--- config.mk ---
export PLATFORM = sky130hd
export DESIGN_NAME = drive_speed_fan_protection
export DESIGN_NICKNAME = d
export VERILOG_FILES = /design/src/rtl/drive_prot_pkg.sv /design/src/rtl/drive_speed_fan_protection.sv
export SDC_FILE = /design/constraint.sdc
export NUM_CORES = 1
export LEC_CHECK = 0
export ABC_AREA = 1
export CORE_ASPECT_RATIO = 2
export CORE_MARGIN = 2
export CORE_UTILIZATION = 28
export DETAILED_ROUTE_END_ITERATION = 8
export DONT_BUFFER_PORTS = 1
export GPL_TIMING_DRIVEN = 0
export PLACE_DENSITY = 0.38
export SYNTH_ARGS = -nofsm -noshare
export SYNTH_HDL_FRONTEND = slang
export SYNTH_SLANG_ARGS = --single-unit
--- constraint.sdc ---
create_clock -name core_clk -period 7.5 [get_ports core_clk]
set_input_delay 0.375 -clock core_clk [delete_from_list [all_inputs] [get_ports core_clk]]
set_output_delay 0.375 -clock core_clk [all_outputs]
set_load 0.05 [all_outputs]
--- src/rtl/drive_prot_pkg.sv ---
// Purpose: shared constants and carrier types for the drive protection supervisor
// Assumes: 32-bit classic Wishbone register port, byte addresses
// Notes: speed inputs are scaled integers, see field comments

`default_nettype none

package drive_prot_pkg;

   // ----------------------------------------------------------------
   // register byte offsets
   // ----------------------------------------------------------------
   localparam logic [7:0] OFS_CTRL = 8'h00;     // modes and policies
   localparam logic [7:0] OFS_OVS_LVL = 8'h04;  // over-speed level, 0.1 %
   localparam logic [7:0] OFS_OVS_TIME = 8'h08; // over-speed time, 0.01 s
   localparam logic [7:0] OFS_DEV_HZ = 8'h0c;   // deviation band, 0.01 Hz
   localparam logic [7:0] OFS_DEV_RPM = 8'h10;  // deviation band, rpm
   localparam logic [7:0] OFS_DEV_TIME = 8'h14; // deviation time, 0.1 s
   localparam logic [7:0] OFS_TEMP_THR = 8'h18; // fan temperature, deg C
   localparam logic [7:0] OFS_DOUT_FN = 8'h1c;  // three 8-bit output codes
   localparam logic [7:0] OFS_STATUS = 8'h20;   // live state, read only
   localparam logic [7:0] OFS_IRQ_ST = 8'h24;   // sticky events, write 1 clears
   localparam logic [7:0] OFS_IRQ_MASK = 8'h28; // event enables
   localparam logic [7:0] OFS_TRIP_CLR = 8'h2c; // write 1 clears latched trips
   localparam logic [7:0] OFS_DIN_FN = 8'h30;   // eight 4-bit input codes

   // ----------------------------------------------------------------
   // control field positions
   // ----------------------------------------------------------------
   localparam int CTRL_M1_MODE = 0;    // 3 bits
   localparam int CTRL_M2_MODE = 3;    // 3 bits
   localparam int CTRL_DEV_EN = 6;
   localparam int CTRL_RPM_UNIT = 7;
   localparam int CTRL_FAN_POL = 8;    // 2 bits
   localparam int CTRL_MAIN_FMODE = 10;
   localparam int CTRL_AUX_FMODE = 11;
   localparam int CTRL_RESTART = 12;   // 2 bits
   localparam int CTRL_W = 14;

   // ----------------------------------------------------------------
   // reset values
   // ----------------------------------------------------------------
   localparam logic [13:0] RST_CTRL = 14'h1000;      // restart 1, all else 0
   localparam logic [15:0] RST_OVS_LVL = 16'h04b0;   // 120.0 %
   localparam logic [15:0] RST_OVS_TIME = 16'h0001;  // 0.01 s
   localparam logic [15:0] RST_DEV_HZ = 16'h07d0;    // 20.00 Hz
   localparam logic [15:0] RST_DEV_RPM = 16'h0258;   // 600 rpm
   localparam logic [15:0] RST_DEV_TIME = 16'h000a;  // 1.0 s
   localparam logic [7:0] RST_TEMP_THR = 8'h3c;      // plain default
   localparam logic [23:0] RST_DOUT_FN = 24'h000e18; // 24, 14, 0
   localparam logic [31:0] RST_DIN_FN = 32'h9cba5421; // 1,2,4,5,10,11,12,9

   // ----------------------------------------------------------------
   // codes and timing
   // ----------------------------------------------------------------
   localparam logic [2:0] MODE_SENSORLESS = 3'h3;
   localparam logic [2:0] MODE_VECTOR = 3'h4;
   localparam logic [1:0] FAN_DURING_RUN = 2'h0;
   localparam logic [1:0] FAN_ALWAYS = 2'h1;
   localparam logic [1:0] FAN_TEMP_CTRL = 2'h2;
   localparam logic [1:0] RESTART_NONE = 2'h0;
   localparam logic [1:0] RESTART_ACCEL = 2'h1;
   localparam logic [1:0] RESTART_SEARCH = 2'h2;
   localparam logic [7:0] DOUT_FAN_WARN = 8'h08;
   localparam logic [3:0] DIN_BLOCK = 4'h4;
   localparam int CLK_PERIOD_NS = 5;             // 200 MHz
   localparam int TICK_PERIOD_NS = 10_000_000;   // 10 ms time base
   localparam int TICK_CYCLES = TICK_PERIOD_NS / CLK_PERIOD_NS;
   localparam logic [19:0] DEV_TICKS_PER_UNIT = 20'h0000a; // 0.1 s in ticks
   localparam int IRQ_W = 6;

   // ----------------------------------------------------------------
   // carriers
   // ----------------------------------------------------------------
   typedef struct packed {
      logic cyc;
      logic stb;
      logic we;
      logic [7:0] adr;
      logic [3:0] sel;
      logic [31:0] dat;
   } wb_req_s;

   typedef struct packed {
      logic power_ok;        // input power present
      logic run_cmd;         // run command
      logic [7:0] heat_temp; // heat-sink temperature, deg C
      logic main_fan_err;
      logic aux_fan_err;
      logic [7:0] din;       // digital input terminals
   } drive_in_s;

   typedef struct packed {
      logic [15:0] speed_pct; // measured speed, 0.1 %
      logic [15:0] dev_hz;    // speed deviation magnitude, 0.01 Hz
      logic [15:0] dev_rpm;   // speed deviation magnitude, rpm
   } speed_in_s;

endpackage : drive_prot_pkg

`default_nettype wire

--- src/rtl/drive_speed_fan_protection.sv ---
// Purpose: over-speed, speed-deviation and cooling-fan protection with restart control
// Assumes: inputs synchronous to core_clk; registers over classic Wishbone
// Notes: trips and events latch, hardware set wins over software clear
//
// Local design decisions: register access over Wishbone and the placing of the registers.

`timescale 1ns/1ps
`default_nettype none

module drive_speed_fan_protection
#(
   parameter int TICK_CYC = drive_prot_pkg::TICK_CYCLES // shorten in simulation
)
(
   input wire logic core_clk,
   input wire logic rstn,
   input wire drive_prot_pkg::wb_req_s wb_req,
   output logic [31:0] wb_dat_o,
   output logic wb_ack_o,
   input wire drive_prot_pkg::drive_in_s drv_in,
   input wire drive_prot_pkg::speed_in_s spd_in,
   output logic output_block,
   output logic fan_on,
   output logic [2:0] dout,
   output logic accel_restart,
   output logic speed_search,
   output logic irq
);
   import drive_prot_pkg::*;

   // ----------------------------------------------------------------
   // state
   // ----------------------------------------------------------------
   typedef struct packed {
      logic [CTRL_W-1:0] ctrl;
      logic [15:0] ovs_lvl;
      logic [15:0] ovs_time;
      logic [15:0] dev_hz;
      logic [15:0] dev_rpm;
      logic [15:0] dev_time;
      logic [7:0] temp_thr;
      logic [23:0] dout_fn;
      logic [31:0] din_fn;
      logic [IRQ_W-1:0] irq_st;
      logic [IRQ_W-1:0] irq_mask;
      logic [2:0] trip;       // over-speed, deviation, fan
      logic [31:0] tick_cnt;  // time-base divider
      logic tick;             // one-cycle 10 ms enable
      logic [15:0] ovs_cnt;
      logic [19:0] dev_cnt;
      logic blk_in;           // block input seen last cycle
      logic warn;             // fan warning level
      logic ack;
      logic [31:0] rdat;
      logic accel;
      logic search;
      logic fan;
      logic block;
      logic [2:0] dout;
   } state_s;

   state_s s_q; // registered state
   state_s s_d; // next state

   // byte-lane merge for partial writes
   function automatic logic [31:0] merge(input logic [31:0] old, input logic [31:0] wdat,
                                         input logic [3:0] sel);
      logic [31:0] r;
      r = old;
      for (int i = 0; i < 4; i++)
      begin
         if (sel[i])
         begin
            r[i*8 +: 8] = wdat[i*8 +: 8];
         end
      end
      return r;
   endfunction : merge

   // ----------------------------------------------------------------
   // combinational helpers
   // ----------------------------------------------------------------
   logic sup_en;       // supervision allowed in this control mode
   logic ovs_hit;      // speed above level now
   logic dev_hit;      // deviation beyond band now
   logic [19:0] dev_lim; // deviation time in ticks
   logic blk_now;      // any terminal coded as block input is on
   logic hot;          // heat sink at or above threshold
   logic [2:0] trip_set;
   logic [IRQ_W-1:0] ev;
   logic wr;
   logic rd_req;
   logic [31:0] wmrg;
   logic [31:0] status;

   // compare helpers, trip set vector and status word
   always_comb
   begin
      // only sensorless or vector control on motor 1, or sensorless on motor 2, is supervised
      // control mode gate
      sup_en = (s_q.ctrl[CTRL_M1_MODE +: 3] == MODE_SENSORLESS)
             || (s_q.ctrl[CTRL_M1_MODE +: 3] == MODE_VECTOR)
             || (s_q.ctrl[CTRL_M2_MODE +: 3] == MODE_SENSORLESS);
      ovs_hit = sup_en && (spd_in.speed_pct > s_q.ovs_lvl);
      if (s_q.ctrl[CTRL_RPM_UNIT])
      begin
         dev_hit = spd_in.dev_rpm > s_q.dev_rpm;
      end
      else
      begin
         dev_hit = spd_in.dev_hz > s_q.dev_hz;
      end
      dev_hit = dev_hit && sup_en && s_q.ctrl[CTRL_DEV_EN];
      dev_lim = 20'(s_q.dev_time * DEV_TICKS_PER_UNIT);
      blk_now = 1'b0;
      for (int i = 0; i < 8; i++)
      begin
         if (s_q.din_fn[i*4 +: 4] == DIN_BLOCK && drv_in.din[i])
         begin
            blk_now = 1'b1;
         end
      end
      hot = drv_in.heat_temp >= s_q.temp_thr;
      trip_set = 3'h0;
      trip_set[0] = s_q.tick && ovs_hit && (s_q.ovs_cnt + 16'h0001 >= s_q.ovs_time);
      trip_set[1] = s_q.tick && dev_hit && (s_q.dev_cnt + 20'h00001 >= dev_lim);
      trip_set[2] = (drv_in.main_fan_err && !s_q.ctrl[CTRL_MAIN_FMODE])
                 || (drv_in.aux_fan_err && !s_q.ctrl[CTRL_AUX_FMODE]);
      wr = wb_req.cyc && wb_req.stb && wb_req.we && !s_q.ack;
      rd_req = wb_req.cyc && wb_req.stb && !s_q.ack;
      status = {24'h0, s_q.block, s_q.fan, s_q.warn, s_q.blk_in, sup_en, s_q.trip};
   end

   // ----------------------------------------------------------------
   // next state
   // ----------------------------------------------------------------
   always_comb
   begin
      wmrg = 32'h0;
      s_d = s_q;
      s_d.ack = rd_req;
      s_d.accel = 1'b0;
      s_d.search = 1'b0;

      // time base divider
      if (s_q.tick_cnt >= 32'(TICK_CYC - 1))
      begin
         s_d.tick_cnt = 32'h0;
         s_d.tick = 1'b1;
      end
      else
      begin
         s_d.tick_cnt = s_q.tick_cnt + 32'h1;
         s_d.tick = 1'b0;
      end

      // over-speed persistence counter, cleared on any dip
      if (!ovs_hit)
      begin
         s_d.ovs_cnt = 16'h0;
      end
      else if (s_q.tick && s_q.ovs_cnt != 16'hffff)
      begin
         s_d.ovs_cnt = s_q.ovs_cnt + 16'h0001;
      end
      if (!dev_hit)
      begin
         s_d.dev_cnt = 20'h0;
      end
      else if (s_q.tick && s_q.dev_cnt != 20'hfffff)
      begin
         s_d.dev_cnt = s_q.dev_cnt + 20'h00001;
      end

      // warning mode keeps running, flags the fan
      s_d.warn = (drv_in.main_fan_err && s_q.ctrl[CTRL_MAIN_FMODE])
              || (drv_in.aux_fan_err && s_q.ctrl[CTRL_AUX_FMODE]);
      for (int i = 0; i < 3; i++)
      begin
         s_d.dout[i] = s_d.warn && (s_q.dout_fn[i*8 +: 8] == DOUT_FAN_WARN);
      end

      // fan policy
      case (s_q.ctrl[CTRL_FAN_POL +: 2])
         FAN_DURING_RUN:
         begin
            // overheat forces fan regardless of run
            s_d.fan = drv_in.power_ok && (drv_in.run_cmd || hot);
         end
         FAN_ALWAYS:
         begin
            s_d.fan = drv_in.power_ok;
         end
         FAN_TEMP_CTRL:
         begin
            s_d.fan = drv_in.power_ok && drv_in.run_cmd && hot;
         end
         default:
         begin
            // unused code behaves as always-run, the safe side
            s_d.fan = drv_in.power_ok;
         end
      endcase

      // restart on release of the block input
      s_d.blk_in = blk_now;
      if (s_q.blk_in && !blk_now && drv_in.run_cmd && s_q.trip == 3'h0)
      begin
         s_d.accel = s_q.ctrl[CTRL_RESTART +: 2] == RESTART_ACCEL;
         s_d.search = s_q.ctrl[CTRL_RESTART +: 2] == RESTART_SEARCH;
      end

      // register writes; one cycle ack, unmapped addresses ignored
      if (wr)
      begin
         case (wb_req.adr)
            OFS_CTRL:
            begin
               wmrg = merge(32'(s_q.ctrl), wb_req.dat, wb_req.sel);
               s_d.ctrl = wmrg[CTRL_W-1:0];
            end
            OFS_OVS_LVL:
            begin
               wmrg = merge(32'(s_q.ovs_lvl), wb_req.dat, wb_req.sel);
               s_d.ovs_lvl = wmrg[15:0];
            end
            OFS_OVS_TIME:
            begin
               wmrg = merge(32'(s_q.ovs_time), wb_req.dat, wb_req.sel);
               s_d.ovs_time = wmrg[15:0];
            end
            OFS_DEV_HZ:
            begin
               wmrg = merge(32'(s_q.dev_hz), wb_req.dat, wb_req.sel);
               s_d.dev_hz = wmrg[15:0];
            end
            OFS_DEV_RPM:
            begin
               wmrg = merge(32'(s_q.dev_rpm), wb_req.dat, wb_req.sel);
               s_d.dev_rpm = wmrg[15:0];
            end
            OFS_DEV_TIME:
            begin
               wmrg = merge(32'(s_q.dev_time), wb_req.dat, wb_req.sel);
               s_d.dev_time = wmrg[15:0];
            end
            OFS_TEMP_THR:
            begin
               wmrg = merge(32'(s_q.temp_thr), wb_req.dat, wb_req.sel);
               s_d.temp_thr = wmrg[7:0];
            end
            OFS_DOUT_FN:
            begin
               wmrg = merge(32'(s_q.dout_fn), wb_req.dat, wb_req.sel);
               s_d.dout_fn = wmrg[23:0];
            end
            OFS_IRQ_ST:
            begin
               wmrg = wb_req.dat & {{8{wb_req.sel[3]}}, {8{wb_req.sel[2]}},
                                    {8{wb_req.sel[1]}}, {8{wb_req.sel[0]}}};
               s_d.irq_st = s_q.irq_st & ~wmrg[IRQ_W-1:0];
            end
            OFS_IRQ_MASK:
            begin
               wmrg = merge(32'(s_q.irq_mask), wb_req.dat, wb_req.sel);
               s_d.irq_mask = wmrg[IRQ_W-1:0];
            end
            OFS_TRIP_CLR:
            begin
               wmrg = wb_req.dat & {24'h0, {8{wb_req.sel[0]}}};
               s_d.trip = s_q.trip & ~wmrg[2:0];
            end
            OFS_DIN_FN:
            begin
               s_d.din_fn = merge(s_q.din_fn, wb_req.dat, wb_req.sel);
            end
            default:
            begin
               s_d.ctrl = s_q.ctrl;
            end
         endcase
      end

      // event vector built here so no process reads another's output back
      ev = {s_d.accel || s_d.search, blk_now && !s_q.blk_in, s_d.warn && !s_q.warn,
            trip_set & ~s_q.trip};
      // hardware sets win over software clears
      s_d.trip = s_d.trip | trip_set;
      s_d.irq_st = s_d.irq_st | ev;
      // any latched trip or block input stops the inverter
      s_d.block = (s_d.trip != 3'h0) || blk_now;

      // read data, captured with the ack
      case (wb_req.adr)
         OFS_CTRL: s_d.rdat = 32'(s_q.ctrl);
         OFS_OVS_LVL: s_d.rdat = 32'(s_q.ovs_lvl);
         OFS_OVS_TIME: s_d.rdat = 32'(s_q.ovs_time);
         OFS_DEV_HZ: s_d.rdat = 32'(s_q.dev_hz);
         OFS_DEV_RPM: s_d.rdat = 32'(s_q.dev_rpm);
         OFS_DEV_TIME: s_d.rdat = 32'(s_q.dev_time);
         OFS_TEMP_THR: s_d.rdat = 32'(s_q.temp_thr);
         OFS_DOUT_FN: s_d.rdat = 32'(s_q.dout_fn);
         OFS_STATUS: s_d.rdat = status;
         OFS_IRQ_ST: s_d.rdat = 32'(s_q.irq_st);
         OFS_IRQ_MASK: s_d.rdat = 32'(s_q.irq_mask);
         OFS_DIN_FN: s_d.rdat = s_q.din_fn;
         default: s_d.rdat = 32'h0;
      endcase
   end

   // ----------------------------------------------------------------
   // state register
   // ----------------------------------------------------------------
   always_ff @(posedge core_clk or negedge rstn)
   begin
      if (!rstn)
      begin
         s_q <= '0;
         s_q.ctrl <= RST_CTRL;
         s_q.ovs_lvl <= RST_OVS_LVL;
         s_q.ovs_time <= RST_OVS_TIME;
         s_q.dev_hz <= RST_DEV_HZ;
         s_q.dev_rpm <= RST_DEV_RPM;
         s_q.dev_time <= RST_DEV_TIME;
         s_q.temp_thr <= RST_TEMP_THR;
         s_q.dout_fn <= RST_DOUT_FN;
         s_q.din_fn <= RST_DIN_FN;
      end
      else
      begin
         s_q <= s_d;
      end
   end

   // ----------------------------------------------------------------
   // outputs
   // ----------------------------------------------------------------
   assign wb_dat_o = s_q.rdat;
   assign wb_ack_o = s_q.ack;
   assign output_block = s_q.block;
   assign fan_on = s_q.fan;
   assign dout = s_q.dout;
   assign accel_restart = s_q.accel;
   assign speed_search = s_q.search;
   // level interrupt from unmasked sticky events
   assign irq = |(s_q.irq_st & s_q.irq_mask);

endmodule : drive_speed_fan_protection

`default_nettype wire

==> results.sh <==
export IMPL_hold_end="s_q[125]$_DFF_PN0_"
export IMPL_fmax_mhz=244
export IMPL_die_w_um=174
export IMPL_slew_headroom_pct=20.2
export IMPL_rrSetupSlack_ns=3.40
export IMPL_place_gp_congestion=0.841
export IMPL_hold_violations=0
export IMPL_numCtsBuffers=31
export IMPL_synth_warnings=0
export IMPL_fin_crit_sh_pct=54.7
export IMPL_reg2regPathDepth=19
export IMPL_num_nets_final=2213
export IMPL_status="complete, no violations"
export IMPL_insertion_delay_ns=0.61
export IMPL_critPathLaunchType="flop"
export IMPL_wl_per_cell_um=21.3
export IMPL_portBuffers=0
export IMPL_fill_cells=6161
export IMPL_drc_errors=0
export IMPL_cts_resized=0
export IMPL_ir_drop_uv=155
export IMPL_antennaDiodeCount=0
export IMPL_p_sw_share_pct=23.9
export IMPL_wl_um=58500
export IMPL_critPathArrivalTime_ns=4.61
export IMPL_maxCapViolations=0
export IMPL_grt_first_pass_wirelength_um=86900
export IMPL_yosysTopAreaCell="dfrtp_1"
export IMPL_holdPathStages=3
export IMPL_vias=13000
export IMPL_start_util_pct=28.3
export IMPL_whs_ns=0.0399
export IMPL_synth_cell_types=58
export IMPL_drive_above_1_share_pct=12.7
export IMPL_r2r_start="s_q[193]$_DFFE_PN1P_"
export IMPL_p_comb_share_pct=4.7
export IMPL_p_clk_share_pct=50.9
export IMPL_h_tree_depth=1
export IMPL_core_area_sq_mm=0.0571
export IMPL_crit_path_end_kind="flop"
export IMPL_detail_route_antenna_nets=0
export IMPL_rows=124
export IMPL_setup_viol=0
export IMPL_min_path_type="in -> reg"
export IMPL_first_global_vias=13700
export IMPL_power_leakage_nw=8.62
export IMPL_async_flop_share_pct=100
export IMPL_ios=158
export IMPL_area_delta_synth_final_pct=15.2
export IMPL_worst_path_max_fanout=4
export IMPL_setup_tns_ns=0
export IMPL_cpLargestDelayFamily="simple AND/OR/NAND/NOR gates"
export IMPL_yosysSeqAreaShare_pct=44.3
export IMPL_groute_usage_overall_pct=19.6
export IMPL_clk_pin_slew_worst_paths_ns=0.07
export IMPL_place_ws_ns=3.35
export IMPL_dp_hpwl_um=45800
export IMPL_die_area_sq_mm=0.0597
export IMPL_cts_tree="done"
export IMPL_p_sw_w=0.000841
export IMPL_dr_pass1_iters=4
export IMPL_tightest_slew_ns=1.19
export IMPL_fin_ws_ns=3.40
export IMPL_avgSynthCellArea_sq_um=8.49
export IMPL_p_int_w=0.00268
export IMPL_ys_ff_latch=284
export IMPL_critPathSlowestCell="dfstp_2"
export IMPL_total_power_w=0.00352
export IMPL_grt_start_max_net_pins=285
export IMPL_drv_slew=0
export IMPL_min_from="wb_req[5]"
export IMPL_powerDensity_mw_per_mm2=189
export IMPL_die_h_um=344
export IMPL_ctsLongestPathBuffers=3
export IMPL_syn_cell_area_sq_mm=0.0162
export IMPL_period_minus_slack_ns=4.10
export IMPL_fin_worst_skew_ns=0.0130
export IMPL_path_cells="ha_1 > ha_1 > fa_1 > nand3_1 > nand2_1 > a21oi_1 > o21ai_0 > nand4_1 > nand2_1 > xor2_1 > ha_1 > nand2_1 > nor2_1 > nand2_1 > inv_1 > nand3_1 > nand4_1 > nand3_1 > nand3_1"
export IMPL_r2r_end="output_block$_DFF_PN0_"
export IMPL_synthCells=1902
export IMPL_critPathMaxStageDelay_ns=0.59
export IMPL_cts_sinks=284
export IMPL_antenna_found_initial=0
export IMPL_cts_root_buf="clkbuf_16"
export IMPL_synth_top_cell_area_share_pct=37.6
export IMPL_rsz0062_at_grt="no"
export IMPL_synthTopCellsByArea="dfrtp_1 (38%), nand2_1 (9.7%), ha_1 (9.5%), dfstp_2 (6.7%), inv_1 (5.4%)"
export IMPL_required_ns=8.01
export IMPL_viasPerCell=4.73
export IMPL_path_buf_inv=1
export IMPL_drt_initial_drc_count=578
export IMPL_ys_flop_type="dfrtp_1"
export IMPL_gr_total_overflow=0
export IMPL_p_seq_share_pct=44.4
export IMPL_worstSetupPathType="reg -> reg"
export IMPL_synth_edff_count=0
==> cells in the final DEF (no fill, tap or decap), types with 7 or more instances in the layout <==
master	count
o22ai_1	23
buf_2	23
nor4_1	14
nand2_1	419
xnor2_1	10
clkbuf_16	31
inv_1	232
ha_1	122
o21ai_1	58
nor2_1	108
a21oi_1	66
nor3_2	8
dlygate4sd3_1	25
bufinv_16	8
o21ai_2	17
clkinv_2	8
o21ai_0	149
conb_1	11
a221oi_1	23
nor3_1	22
nand2_4	9
nand3_1	80
nand2_2	19
xor2_1	43
dfrtp_1	243
buf_4	38
inv_2	13
clkbuf_1	16
dfstp_2	41
nand4_1	38
buf_6	7
==> per-layer routing <==
metal / global-route usage, % / wire length (um)
met5: 0 / 0
met4: 6.81 / 1890
met3: 3.26 / 2300
met2: 40.0 / 33400
met1: 19.6 / 20900
==> stage by stage <==
step                      utilization [%]  instance area [sq um]  cells
after floorplan                         -                  16200   1912
after global placement               30.0                  17100   2668
after detailed placement             30.0                  17100   2669
after CTS                            32.5                  18600   2752
after global routing                 32.6                  18600   2754
final                                32.6                  18600   2754
==> cell families after synthesis <==
family,share of synthesized area (%)
other cells,0.0232
xor+xnor,2.87
mux,0.558
buf+inv,9.10
flops,44.3
fa+ha+maj,9.57
compound gates,13.0
simple gates,20.5
==> flip-flops by register name, summed over array words and instances (netlist names) <==
| register | flops |
|---|---|
| accel_restart | 1 |
| dout | 3 |
| fan_on | 1 |
| output_block | 1 |
| s_q | 244 |
| speed_search | 1 |
| wb_ack_o | 1 |
| wb_dat_o | 32 |
==> worst reg2reg max path, stage by stage, from the launching register on <==
cell and delay, ns:
dfstp_2 0.59, ha_1 0.25, ha_1 0.25, fa_1 0.42
nand3_1 0.09, nand2_1 0.09, a21oi_1 0.29, o21ai_0 0.26
nand4_1 0.14, nand2_1 0.07, xor2_1 0.14, ha_1 0.27
nand2_1 0.06, nor2_1 0.35, nand2_1 0.09, inv_1 0.09
nand3_1 0.08, nand4_1 0.16, nand3_1 0.12, nand3_1 0.21
==> timing repair <==
action / CTS / global route
hold endpoints to repair: 314 / 117
buffers inserted: 0 / 0
hold buffers: 25 / 1
==> cell type report <==
cell class / instances / area [sq um] / area share, %
Clock inverter: 18 / 303 / 1.63
Multi-Input combinational cell: 1298 / 7560 / 40.6
Inverter: 250 / 946 / 5.08
Sequential cell: 284 / 7160 / 38.5
Buffer: 80 / 524 / 2.82
Tap cell: 756 / 946 / 5.08
Clock buffer: 40 / 860 / 4.62
Timing Repair Buffer: 28 / 310 / 1.67
==> Yosys cell counts (23+ instances only) <==
master and count:
nand3_1 80, dfstp_2 41, nor2_1 108, o22ai_1 23
inv_1 232, buf_4 38, dfrtp_1 243, o21ai_0 149
a21oi_1 66, nand2_1 419, o21ai_1 58, ha_1 122
a221oi_1 23, nand4_1 38, xor2_1 43
==> power by group through the flow <==
stage / registers [W] / logic [W] / clock network [W]
6_report: 0.00156 / 0.000165 / 0.00179
5_1_grt: 0.00156 / 0.000189 / 0.00190
4_1_cts: 0.00156 / 0.000168 / 0.00184
3_5_place_dp: 0.00159 / 0.000122 / 0
3_3_place_gp: 0.00159 / 0.000119 / 0
2_1_floorplan: 0.00159 / 0.0000782 / 0
==> worst max path at each step <==
stage / start / to / slack, ns / cells past startpoint
finish: s_q[193]$_DFFE_PN1P_ / output_block$_DFF_PN0_ / 3.40 / 19
global route: s_q[193]$_DFFE_PN1P_ / output_block$_DFF_PN0_ / 3.11 / 19
CTS: s_q[193]$_DFFE_PN1P_ / output_block$_DFF_PN0_ / 3.33 / 17
detailed placement: s_q[193]$_DFFE_PN1P_ / output_block$_DFF_PN0_ / 3.35 / 17
global placement: s_q[193]$_DFFE_PN1P_ / output_block$_DFF_PN0_ / 3.35 / 17
floorplan: s_q[193]$_DFFE_PN1P_ / output_block$_DFF_PN0_ / 4.36 / 19
No activity file was read; power rests on OpenSTA's default activity.
